<file path="src/core/lxs_pkg.sv">
// Shared constants, register map and carrier types of the laser sequencer
package lxs_pkg;
  // Clock and timebase
  localparam int unsigned CLK_PERIOD_NS = 25;
  localparam int unsigned TICK_NS = 100_000;
  localparam int unsigned TICK_CYC = TICK_NS / CLK_PERIOD_NS;
  localparam int unsigned TICKS_PER_MS = 1_000_000 / TICK_NS;
  // Sequence times in their own units, then in ticks or cycles
  localparam int unsigned DIODE_UP_MS = 5000;
  localparam int unsigned PREP_MS = 1000;
  localparam int unsigned HEAT_MS = 200;
  localparam int unsigned PRELIM_DLY_NS = 75_000;
  localparam int unsigned PRELIM_US = 500;
  localparam int unsigned ERR_MIN_MS = 1;
  localparam logic [15:0] DIODE_UP_TICKS = 16'(DIODE_UP_MS * TICKS_PER_MS);
  localparam logic [15:0] PREP_TICKS = 16'(PREP_MS * TICKS_PER_MS);
  localparam logic [15:0] HEAT_TICKS = 16'(HEAT_MS * TICKS_PER_MS);
  localparam logic [11:0] PRELIM_DLY_CYC = 12'(PRELIM_DLY_NS / CLK_PERIOD_NS);
  localparam logic [15:0] PRELIM_TICKS = 16'(PRELIM_US * 1000 / TICK_NS);
  localparam logic [15:0] ERR_MIN_TICKS = 16'(ERR_MIN_MS * TICKS_PER_MS);
  // Acceptance times in ticks of 0.1 ms
  localparam logic [15:0] ACC_0P1_TICKS = 16'h0001;
  localparam logic [15:0] ACC_1_TICKS = 16'h000a;
  localparam logic [15:0] ACC_2_TICKS = 16'h0014;
  localparam logic [15:0] ACC_4_TICKS = 16'h0028;
  localparam logic [15:0] ACC_8_TICKS = 16'h0050;
  localparam logic [15:0] ACC_16_TICKS = 16'h00a0;
  // Output pulse widths in ticks
  localparam logic [15:0] PW_20_TICKS = 16'h00c8;
  localparam logic [15:0] PW_30_TICKS = 16'h012c;
  localparam logic [15:0] PW_40_TICKS = 16'h0190;
  // Register byte offsets
  localparam logic [7:0] OFS_CTRL = 8'h00;
  localparam logic [7:0] OFS_CFG = 8'h04;
  localparam logic [7:0] OFS_LIMIT = 8'h08;
  localparam logic [7:0] OFS_COOL = 8'h0c;
  localparam logic [7:0] OFS_BEAMW = 8'h10;
  localparam logic [7:0] OFS_STATUS = 8'h14;
  localparam logic [7:0] OFS_ENERGY = 8'h18;
  // Field positions
  localparam int unsigned CTRL_DIODE_REQ_BIT = 0;
  localparam int unsigned STAT_READY_BIT = 9;
  localparam int unsigned STAT_EXT_BIT = 10;
  localparam int unsigned STAT_SCHED_LSB = 16;
  // Reset values
  localparam logic [8:0] CFG_RST = 9'h000;
  localparam logic [15:0] LIMIT_HI_RST = 16'hffff;
  localparam logic [15:0] LIMIT_LO_RST = 16'h0000;
  localparam logic [15:0] COOL_RST = 16'h000a;
  localparam logic [15:0] BEAMW_RST = 16'h000a;
  // Configuration carrier, bit order as in the CFG register
  typedef struct packed {
    logic heat_en;
    logic ts_en;
    logic fast_rep;
    logic repeat_en;
    logic [1:0] pw_sel;
    logic [2:0] acc_sel;
  } lxs_cfg_t;
  // Judgement carrier handed to the hold stage
  typedef struct packed {
    logic mon_err;
    logic lo;
    logic hi;
    logic ok;
    logic done;
  } lxs_judge_t;
  // Filtered schedule inputs: beam select, heat detector setting, schedule number
  typedef struct packed {
    logic [1:0] beam;
    logic heat;
    logic [4:0] num;
  } lxs_sched_t;
endpackage : lxs_pkg

</file>
<file path="src/core/lxs_accept.sv">
// Two-flop synchroniser and stable-time acceptance filter for contact inputs
`timescale 1ns/10ps
module lxs_accept #(
  parameter int unsigned W = 1
) (
  // Clock and reset
  input wire logic mclk_i,
  input wire logic reset_n_i,
  // Timebase and acceptance time
  input wire logic tick_i,
  input wire logic [15:0] acc_ticks_i,
  // Raw contacts and accepted value
  input wire logic [W-1:0] raw_i,
  output logic [W-1:0] val_o,
  output logic chg_o
);
  logic [W-1:0] sync1_q;
  logic [W-1:0] sync2_q;
  logic [W-1:0] cand_q;
  logic [15:0] cnt_q;

  // First stage feeds only the second
  always_ff @(posedge mclk_i or negedge reset_n_i) begin
    if (!reset_n_i) begin
      sync1_q <= '0;
      sync2_q <= '0;
    end else begin
      sync1_q <= raw_i;
      sync2_q <= sync1_q;
    end
  end

  // Any change restarts the stability count
  always_ff @(posedge mclk_i or negedge reset_n_i) begin
    if (!reset_n_i) begin
      cand_q <= '0;
      cnt_q <= 16'h0000;
    end else if (sync2_q != cand_q) begin
      cand_q <= sync2_q;
      cnt_q <= 16'h0000;
    end else if (tick_i && cnt_q != 16'hffff) begin
      cnt_q <= cnt_q + 16'h0001;
    end
  end

  always_ff @(posedge mclk_i or negedge reset_n_i) begin
    if (!reset_n_i) begin
      val_o <= '0;
      chg_o <= 1'b0;
    end else begin
      chg_o <= 1'b0;
      if (sync2_q == cand_q && cand_q != val_o && cnt_q >= acc_ticks_i) begin
        val_o <= cand_q;
        chg_o <= 1'b1;
      end
    end
  end
endmodule : lxs_accept

</file>
<file path="src/core/lxs_hold.sv">
// Holds a group of output flags for a number of timebase ticks
`timescale 1ns/10ps
module lxs_hold #(
  parameter int unsigned W = 5
) (
  // Clock and reset
  input wire logic mclk_i,
  input wire logic reset_n_i,
  // Timebase
  input wire logic tick_i,
  // Load request
  input wire logic load_i,
  input wire logic [15:0] len_i,
  input wire logic [W-1:0] data_i,
  // Held flags
  output logic [W-1:0] data_o
);
  logic [15:0] cnt_q;

  // A new load restarts the width, so back-to-back results are never merged
  always_ff @(posedge mclk_i or negedge reset_n_i) begin
    if (!reset_n_i) begin
      cnt_q <= 16'h0000;
      data_o <= '0;
    end else if (load_i) begin
      cnt_q <= len_i;
      data_o <= data_i;
    end else if (cnt_q == 16'h0000) begin
      data_o <= '0;
    end else if (tick_i) begin
      cnt_q <= cnt_q - 16'h0001;
    end
  end
endmodule : lxs_hold

</file>
<file path="src/core/lxs_seq.sv">
// Emission sequencer with contact inputs, judgement outputs and APB registers
//
// The register offsets and the APB interface to the registers were left to the implementer.
`timescale 1ns/10ps

// What this block does
// - Mode contact open selects front_console_source, closed selects external inputs.
// - Panel: one button press starts emission, the next press ends it.
// - External: start closes with permit closed emits; permit opening halts at once.
// - Pump diode power-up completes within its bounded time before anything proceeds.
// - Output preparation finishes and ready rises within a bounded time.
// - Repeat mode keeps ready low for a cooldown after each emission.
// - Ready stays low until a valid schedule is selected.
// - Schedule and start are accepted only after stable for the acceptance time.
// - Heat control on and heat setting changed adds about 200 ms.
// - Preliminary oscillation starts 50 to 100 us after start acceptance.
// - Programmed waveform starts 0.5 ms after the preliminary oscillation.
// - End-of-emission output is asserted after each emission.
// - Judgement shows energy within limits, above upper or below lower.
// - End and judgement outputs hold for 20, 30 or 40 ms, or for 1 ms when fast repeat is set.
// - Timesharing emits on branch 1 or 2 as the beam select chooses.
// - Beam changeover wait only when beam select differs from the previous.
// - At 50 pps or more the monitor error holds at least 1 ms.
module lxs_seq
  import lxs_pkg::*;
#(
  parameter int unsigned TICK_CYCLES = lxs_pkg::TICK_CYC,
  parameter logic [15:0] DIODE_UP_T = lxs_pkg::DIODE_UP_TICKS,
  parameter logic [15:0] PREP_T = lxs_pkg::PREP_TICKS,
  parameter logic [15:0] HEAT_T = lxs_pkg::HEAT_TICKS
) (
  // Clock and reset
  input wire logic mclk_i,
  input wire logic reset_n_i,
  // APB slave
  input wire logic psel_i,
  input wire logic penable_i,
  input wire logic pwrite_i,
  input wire logic [7:0] paddr_i,
  input wire logic [31:0] pwdata_i,
  output logic [31:0] prdata_o,
  output logic pready_o,
  output logic pslverr_o,
  // Contacts of user_connector_one and the panel
  input wire logic ext_mode_i,
  input wire logic front_console_btn_i,
  input wire logic start_req_i,
  input wire logic permit_i,
  input wire lxs_pkg::lxs_sched_t sched_i,
  // Waveform generator and energy monitor
  input wire logic wave_done_i,
  input wire logic energy_vld_i,
  input wire logic [15:0] energy_i,
  // Sequence outputs
  output logic pump_diode_on_o,
  output logic ready_o,
  output logic prelim_o,
  output logic wave_go_o,
  output logic [1:0] branch_o,
  output lxs_pkg::lxs_judge_t judge_o
);
  import lxs_pkg::*;

  typedef enum logic [8:0] {
    ST_OFF = 9'h001,
    ST_PWRUP = 9'h002,
    ST_PREP = 9'h004,
    ST_READY = 9'h008,
    ST_BEAMW = 9'h010,
    ST_DLY = 9'h020,
    ST_PRE = 9'h040,
    ST_EMIT = 9'h080,
    ST_COOL = 9'h100
  } lxs_state_t;

  function automatic logic [15:0] acc_ticks(input logic [2:0] sel);
    case (sel)
      3'h1: acc_ticks = ACC_0P1_TICKS;
      3'h2: acc_ticks = ACC_1_TICKS;
      3'h3: acc_ticks = ACC_2_TICKS;
      3'h4: acc_ticks = ACC_8_TICKS;
      3'h5: acc_ticks = ACC_16_TICKS;
      default: acc_ticks = ACC_4_TICKS;
    endcase
  endfunction : acc_ticks

  function automatic logic [15:0] pw_ticks(input logic [1:0] sel);
    case (sel)
      2'h1: pw_ticks = PW_30_TICKS;
      2'h2: pw_ticks = PW_40_TICKS;
      default: pw_ticks = PW_20_TICKS;
    endcase
  endfunction : pw_ticks

  lxs_state_t state_q;
  lxs_cfg_t cfg_q;
  logic diode_req_q;
  logic [15:0] lim_hi_q;
  logic [15:0] lim_lo_q;
  logic [15:0] cool_q;
  logic [15:0] beamw_q;
  logic [15:0] energy_q;
  logic [11:0] tick_cnt_q;
  logic tick_q;
  logic [15:0] wait_q;
  logic [11:0] dly_q;
  logic [1:0] last_beam_q;
  logic last_beam_vld_q;
  logic heat_last_q;
  logic sched_ok_q;
  logic mode_sync1_q;
  logic ext_mode_q;
  logic permit_sync1_q;
  logic permit_q;
  logic start_acc;
  logic start_chg;
  logic btn_acc;
  logic btn_chg;
  logic sched_chg;
  lxs_sched_t sched_acc;
  logic [15:0] acc_t;
  logic go_req;
  logic stop_req;
  logic end_load;
  lxs_judge_t judge_d;
  logic [15:0] hold_len;
  logic apb_wr;

  assign acc_t = acc_ticks(cfg_q.acc_sel);
  assign apb_wr = psel_i && penable_i && pready_o && pwrite_i;

  // Timebase of 0.1 ms ticks
  always_ff @(posedge mclk_i or negedge reset_n_i) begin
    if (!reset_n_i) begin
      tick_cnt_q <= 12'h000;
      tick_q <= 1'b0;
    end else begin
      tick_q <= (tick_cnt_q == 12'(TICK_CYCLES - 1));
      tick_cnt_q <= (tick_cnt_q == 12'(TICK_CYCLES - 1)) ? 12'h000 : tick_cnt_q + 12'h001;
    end
  end

  // Mode and permit only synchronised: permit must halt without filter delay
  always_ff @(posedge mclk_i or negedge reset_n_i) begin
    if (!reset_n_i) begin
      mode_sync1_q <= 1'b0;
      ext_mode_q <= 1'b0;
      permit_sync1_q <= 1'b0;
      permit_q <= 1'b0;
    end else begin
      mode_sync1_q <= ext_mode_i;
      ext_mode_q <= mode_sync1_q;
      permit_sync1_q <= permit_i;
      permit_q <= permit_sync1_q;
    end
  end

  lxs_accept #(.W(1)) u_start (
    .mclk_i(mclk_i),
    .reset_n_i(reset_n_i),
    .tick_i(tick_q),
    .acc_ticks_i(acc_t),
    .raw_i(start_req_i),
    .val_o(start_acc),
    .chg_o(start_chg)
  );

  lxs_accept #(.W(1)) u_button (
    .mclk_i(mclk_i),
    .reset_n_i(reset_n_i),
    .tick_i(tick_q),
    .acc_ticks_i(acc_t),
    .raw_i(front_console_btn_i),
    .val_o(btn_acc),
    .chg_o(btn_chg)
  );

  lxs_accept #(.W(8)) u_sched (
    .mclk_i(mclk_i),
    .reset_n_i(reset_n_i),
    .tick_i(tick_q),
    .acc_ticks_i(acc_t),
    .raw_i(sched_i),
    .val_o(sched_acc),
    .chg_o(sched_chg)
  );

  // Panel presses count only under front_console_source, start and permit contacts only under external
  assign go_req = ext_mode_q ? (start_chg && start_acc && permit_q)
                             : (btn_chg && btn_acc);
  assign stop_req = ext_mode_q ? !permit_q : (btn_chg && btn_acc);

  // Schedule becomes valid after acceptance, plus heat settle when needed
  always_ff @(posedge mclk_i or negedge reset_n_i) begin
    if (!reset_n_i) begin
      sched_ok_q <= 1'b0;
      heat_last_q <= 1'b0;
    end else if (sched_chg) begin
      heat_last_q <= sched_acc.heat;
      sched_ok_q <= (sched_acc.num != 5'h00) &&
                    !(cfg_q.heat_en && sched_acc.heat != heat_last_q);
    end else if (state_q == ST_READY && wait_q == 16'h0000 && sched_acc.num != 5'h00) begin
      sched_ok_q <= 1'b1;
    end
  end

  // Main sequence and its wait counters
  always_ff @(posedge mclk_i or negedge reset_n_i) begin
    if (!reset_n_i) begin
      state_q <= ST_OFF;
      wait_q <= 16'h0000;
      dly_q <= 12'h000;
      last_beam_q <= 2'h0;
      last_beam_vld_q <= 1'b0;
    end else if (!diode_req_q) begin
      state_q <= ST_OFF;
      wait_q <= 16'h0000;
    end else begin
      if (tick_q && wait_q != 16'h0000) begin
        wait_q <= wait_q - 16'h0001;
      end
      if (sched_chg && cfg_q.heat_en && sched_acc.heat != heat_last_q) begin
        wait_q <= HEAT_T;
      end
      case (state_q)
        ST_OFF: begin
          state_q <= ST_PWRUP;
          wait_q <= DIODE_UP_T;
        end
        ST_PWRUP: begin
          if (wait_q == 16'h0000) begin
            state_q <= ST_PREP;
            wait_q <= PREP_T;
          end
        end
        ST_PREP: begin
          if (wait_q == 16'h0000) begin
            state_q <= ST_READY;
          end
        end
        ST_READY: begin
          // Starts outside ready are ignored; the controller waits for ready
          if (go_req && sched_ok_q) begin
            if (cfg_q.ts_en && last_beam_vld_q && sched_acc.beam != last_beam_q) begin
              state_q <= ST_BEAMW;
              wait_q <= beamw_q;
            end else begin
              state_q <= ST_DLY;
              dly_q <= PRELIM_DLY_CYC;
            end
            last_beam_q <= sched_acc.beam;
            last_beam_vld_q <= 1'b1;
          end
        end
        ST_BEAMW: begin
          if (ext_mode_q && !permit_q) begin
            state_q <= ST_READY;
          end else if (wait_q == 16'h0000) begin
            state_q <= ST_DLY;
            dly_q <= PRELIM_DLY_CYC;
          end
        end
        ST_DLY: begin
          if (ext_mode_q && !permit_q) begin
            state_q <= ST_READY;
          end else if (dly_q == 12'h001) begin
            state_q <= ST_PRE;
            wait_q <= PRELIM_TICKS;
          end else begin
            dly_q <= dly_q - 12'h001;
          end
        end
        ST_PRE: begin
          if (ext_mode_q && !permit_q) begin
            state_q <= ST_READY;
          end else if (wait_q == 16'h0000) begin
            state_q <= ST_EMIT;
          end
        end
        ST_EMIT: begin
          if (wave_done_i || stop_req) begin
            state_q <= cfg_q.repeat_en ? ST_COOL : ST_PREP;
            wait_q <= cfg_q.repeat_en ? cool_q : PREP_T;
          end
        end
        ST_COOL: begin
          if (wait_q == 16'h0000) begin
            state_q <= ST_READY;
          end
        end
        default: begin
          state_q <= ST_OFF;
        end
      endcase
    end
  end

  // Sequence outputs, each from its own flop
  always_ff @(posedge mclk_i or negedge reset_n_i) begin
    if (!reset_n_i) begin
      pump_diode_on_o <= 1'b0;
      ready_o <= 1'b0;
      prelim_o <= 1'b0;
      wave_go_o <= 1'b0;
      branch_o <= 2'h0;
    end else begin
      pump_diode_on_o <= diode_req_q;
      ready_o <= (state_q == ST_READY) && sched_ok_q;
      prelim_o <= (state_q == ST_PRE);
      wave_go_o <= (state_q == ST_EMIT) && !(wave_done_i || stop_req);
      if (state_q == ST_DLY) begin
        branch_o <= cfg_q.ts_en ? sched_acc.beam : 2'h1;
      end
    end
  end

  // Energy of the running emission
  always_ff @(posedge mclk_i or negedge reset_n_i) begin
    if (!reset_n_i) begin
      energy_q <= 16'h0000;
    end else if (energy_vld_i && state_q == ST_EMIT) begin
      energy_q <= energy_i;
    end
  end

  assign end_load = (state_q == ST_EMIT) && (wave_done_i || stop_req);
  always_comb begin
    judge_d.done = 1'b1;
    judge_d.hi = energy_q > lim_hi_q;
    judge_d.lo = energy_q < lim_lo_q;
    judge_d.ok = !judge_d.hi && !judge_d.lo;
    judge_d.mon_err = judge_d.hi || judge_d.lo;
  end
  // Fast repeat shortens the hold so the next result is not masked
  assign hold_len = cfg_q.fast_rep ? ERR_MIN_TICKS : pw_ticks(cfg_q.pw_sel);

  lxs_hold #(.W(5)) u_hold (
    .mclk_i(mclk_i),
    .reset_n_i(reset_n_i),
    .tick_i(tick_q),
    .load_i(end_load),
    .len_i(hold_len),
    .data_i(judge_d),
    .data_o(judge_o)
  );

  // Register writes
  always_ff @(posedge mclk_i or negedge reset_n_i) begin
    if (!reset_n_i) begin
      diode_req_q <= 1'b0;
      cfg_q <= CFG_RST;
      lim_hi_q <= LIMIT_HI_RST;
      lim_lo_q <= LIMIT_LO_RST;
      cool_q <= COOL_RST;
      beamw_q <= BEAMW_RST;
    end else if (apb_wr) begin
      case (paddr_i)
        OFS_CTRL: diode_req_q <= pwdata_i[CTRL_DIODE_REQ_BIT];
        OFS_CFG: cfg_q <= pwdata_i[8:0];
        OFS_LIMIT: begin
          lim_lo_q <= pwdata_i[15:0];
          lim_hi_q <= pwdata_i[31:16];
        end
        OFS_COOL: cool_q <= pwdata_i[15:0];
        OFS_BEAMW: beamw_q <= pwdata_i[15:0];
        default: ;
      endcase
    end
  end

  // Answer prepared in the setup cycle, so every access takes one wait-free cycle
  always_ff @(posedge mclk_i or negedge reset_n_i) begin
    if (!reset_n_i) begin
      pready_o <= 1'b0;
      pslverr_o <= 1'b0;
      prdata_o <= 32'h0000_0000;
    end else begin
      pready_o <= psel_i && !penable_i;
      pslverr_o <= 1'b0;
      prdata_o <= 32'h0000_0000;
      if (psel_i && !penable_i) begin
        case (paddr_i)
          OFS_CTRL: prdata_o <= {31'h0000_0000, diode_req_q};
          OFS_CFG: prdata_o <= {23'h00_0000, cfg_q};
          OFS_LIMIT: prdata_o <= {lim_hi_q, lim_lo_q};
          OFS_COOL: prdata_o <= {16'h0000, cool_q};
          OFS_BEAMW: prdata_o <= {16'h0000, beamw_q};
          OFS_STATUS: prdata_o <= {8'h00, sched_acc, 5'h00, ext_mode_q, ready_o, state_q};
          OFS_ENERGY: prdata_o <= {16'h0000, energy_q};
          default: pslverr_o <= 1'b1;
        endcase
      end
    end
  end
endmodule : lxs_seq

</file>
<file path="config.mk">
export PLATFORM = sky130hd
export DESIGN_NAME = lxs_seq
export DESIGN_NICKNAME = d
export VERILOG_FILES = /design/src/core/lxs_pkg.sv /design/src/core/lxs_accept.sv /design/src/core/lxs_hold.sv /design/src/core/lxs_seq.sv
export SDC_FILE = /design/constraint.sdc
export NUM_CORES = 1
export LEC_CHECK = 0
export ABC_CLOCK_PERIOD_IN_PS = 7000
export BUFFER_PORTS_ARGS = -buffer_cell sky130_fd_sc_hd__buf_2
export CORE_ASPECT_RATIO = 1.25
export CORE_MARGIN = 1
export CORE_UTILIZATION = 40
export CTS_BUF_LIST = sky130_fd_sc_hd__clkbuf_8
export DETAILED_ROUTE_END_ITERATION = 16
export GPL_TIMING_DRIVEN = 0
export PLACE_DENSITY_LB_ADDON = 0.2
export SLEW_MARGIN = 10
export SYNTH_ARGS = -nofsm -noshare
export SYNTH_HDL_FRONTEND = slang
export SYNTH_SLANG_ARGS = --single-unit
</file>
<file path="constraint.sdc">
create_clock -name mclk_i -period 7 [get_ports mclk_i]
set_clock_uncertainty 0.2 [all_clocks]
set_input_delay 0.7 -clock mclk_i [delete_from_list [all_inputs] [get_ports mclk_i]]
set_output_delay 0.7 -clock mclk_i [all_outputs]
set_load 0.05 [all_outputs]
</file>
==> impl_results.md <==
* Fmax at 257 MHz
* Syn Area/Cell at 10.3 sq um
* Leading area contributor after synthesis: dfrtp_1
* Total negative slack at 0 ns
* Post-CTS setup buffer count at 0
* First-pass detailed-route iteration total at 5
* DRC at 0
* Synth Register Bits at 301
* Final hold slack at 0.117 ns
* Worst setup EP type: register
* Power per cell area at 228 mW/mm^2
* Yosys warnings at 0
* Fin. Hold Viols at 0
* Synth top area share at 46.5%
* Setup WS pre-CTS at 2.74 ns
* Routed WL at 41000 um
* I/O pin total at 120
* Port-buffer cells at 118
* Final period util at 55.5%
* Design area at 0.0175 sq mm
* Hold WC Path Type: in -> reg
* First-pass GRT wire length at 65700 um
* Multi-input logic area at 0.00700 sq mm
* Row cnt at 79
* Net Count, Synth at 1604
* Max cap viols at 0
* Drt initial violations at 634
* Setup crit start: state_q[0]
* Worst Tran Pin Value at 1.30 ns
* Avg WL per Cell at 18.9 um
* Worst path required time at 7.31 ns
* Met3 routed WL at 2580 um
* Crit path arrival time at 4.19 ns
* Status: complete, no violations
* Leakage at 8.16 nW
* Fin nets at 1788
* Overflow after GRT at 0
* R2R depth at 7
* Reg-to-reg setup timing slack at 3.11 ns
* Area contributors post-synth: dfrtp_1 47%, ha_1 5.6%, mux2_2 4.9%
* Setup ws final at 3.11 ns
* Clk Latency, worst-skew pair at 0.60 ns
* Highest net fanout along the worst path at 10
* DIE HEIGHT at 219 um
* Met2 wire len at 19500 um
* Placed cell count at 2069
* Register area at 0.00756 sq mm
* Core area at 0.0372 sq mm
* H-tree levels at 2
* Total CTS buffers at 48
* Synth Flop Type: dfrtp_1
* Fraction of layout cells with a size suffix above 1 at 17.7%
* Worst rel slew slack at 12.5%
* Via count at 11900
* Reg2reg start: state_q[0]
* CTS tree: built
* RePlAce Congestion at 0.899
* Worst vdd ir at 0.165 mV
* Dpl cell area at 0.0164 sq mm
* Area growth, synth to finish at 16.1%
* Crit Path Class: reg -> reg
* Clock Sink Count at 301
* Largest register FFs at 32
* Fraction of registers with async set/reset at 100%
* Post-synth EDFFs at 0
* R2R Path End: wait_q[1]
* Cells after Synth at 1462
* Critical Path Sink: wait_q[1]
* # setup viols final at 0
* Antenna violations before repair at 2
* Filler cells at 3638
* CTS root buf: clkbuf_8
* RSZ-0062 raised after global routing: false
* CTS Buffer Depth at 3
* Largest net degree at the start of global routing at 95
* Post-Layout Cell Count at 2173
* # hold bufs at CTS at 13
* Initial Utilization at 40.5%
* Vias in the first global route at 12100
* Clock transition at path regs at 0.07 ns
* Via density at 5.46
* Post-Syn Area at 0.0151 sq mm
* Register area share after synthesis at 50.2%
* DPL Wire Length at 29800 um
* Post-CTS Resized at 0
* Final Critical Period at 3.89 ns
* Cell variety after synth at 80
* Register name with the most flops: prdata_o
* All-Layer GR Usage at 22.0%
* Fin. max-slew vios at 0
* Setup crit start kind: register
* Max layer used: met4
* Die area at 0.0384 sq mm
* Final antenna-violating net count at 0
* Die width at 176 um
* Met1 wire length at 17800 um
synthesized netlist by cell type (4+ instances only):
master	n
and4_1	9
dfstp_2	21
o21bai_1	5
dfrtp_1	280
ha_1	67
buf_1	4
a31oi_1	12
mux2_2	65
o22ai_1	10
a222oi_1	7
a22o_1	6
a21o_1	8
mux2i_1	9
nor2_1	125
o2111ai_1	4
xnor2_1	43
and2_1	8
a22oi_1	32
nor3_1	29
inv_1	64
buf_2	4
or2_2	5
nor2b_1	14
and3_1	31
o21ai_0	77
o211ai_1	5
a221oi_1	8
nand3_1	49
nand4_1	19
nand2_1	110
nand2b_1	13
or4_1	9
clkbuf_1	59
o31ai_1	5
or4b_1	4
xor2_1	57
or3_1	19
a21oi_1	68
a211oi_1	13
o21a_1	7
nor4_1	18
layout make-up:
cell class / instances / area share, %
sequential: 301 / 43.2
multi-input combinational: 1028 / 40.1
timing repair buffer: 134 / 4.65
clock buffer: 59 / 4.64
tap: 486 / 3.48
buffer: 68 / 1.53
inverter: 65 / 1.40
clock inverter: 30 / 0.995
antenna: 2 / 0.0286
worst min path at each step:
stage / start / end / slack (ns) / cells after the start
floorplan: mode_sync1_q / ext_mode_q / 0.13 / 0
global placement: u_sched.sync1_q[5] / u_sched.sync2_q[5] / 0.13 / 0
detailed placement: u_sched.sync1_q[2] / u_sched.sync2_q[2] / 0.14 / 0
CTS: pwdata_i[20] / lim_hi_q[4] / 0.08 / 3
global route: pwdata_i[18] / lim_hi_q[2] / 0.1 / 3
finish: pwdata_i[20] / lim_hi_q[4] / 0.12 / 3
power by group:
group	internal [W]	switching, W	leakage, nW
sequential	0.00182	0.0000770	3.83
clock	0.000834	0.000708	0.597
combinational	0.000216	0.000327	3.73
cells in the final DEF (no fill, tap or decap), drive strengths merged, types with 6 or more instances in the layout:
cell type and n:
xnor2 43, a221oi 8, nand3 50, a21oi 68, and4 9, nor2b 14, a22o 6, o21a 8
ha 67, or2 6, and2 9, a222oi 7, inv 89, nand2 111, o21ai 80, nor4 20
or4 12, a22oi 32, or3 19, dfstp 21, mux2 65, xor2 57, clkbuf 118, dlygate4sd3 13
a21o 8, and3 31, nand2b 13, a211oi 13, nor3 30, o22ai 10, buf 130, dfrtp 280
nand4 20, nor2 126, a31oi 12, mux2i 9
cell families (layout without fill, tap and decap cells):
kind of cell | count (synthesis) | in the layout | share of synthesized area [%]
AND/OR/NAND/NOR | 486 | 486 | 16.5
AO/OA/AOI/OAI | 301 | 301 | 13.1
multiplexers | 74 | 74 | 5.46
buffers and inverters | 133 | 356 | 3.40
flip-flops | 301 | 301 | 50.2
XOR/XNOR | 100 | 100 | 5.81
other | 0 | 2 | 0
adder cells (fa/ha/maj) | 67 | 67 | 5.57
worst max-delay path, cell delays in order, from the launching register on:
cell	delay, ns
dfstp_2	0.36
clkbuf_1	0.26
nor4b_1	0.50
nand2_1	0.20
nor3_1	1.07
clkbuf_1	0.63
a22oi_1	0.33
o22ai_1	0.25
per-layer routing:
metal  up-vias  track usage, %
met5         -               0
met2       352            36.2
met1      5828            28.0
met4         0            8.58
li1       5617               -
met3        68            4.89
metrics by stage:
stage | utilization, % | total power [W]
2_1_floorplan | - | 0.00227
3_3_place_gp | 43.8 | 0.00245
3_5_place_dp | 44.0 | 0.00247
4_1_cts | 47.0 | 0.00404
5_1_grt | 47.0 | 0.00417
6_report | 47.1 | 0.00399
Power figures use the tool's default switching activity.
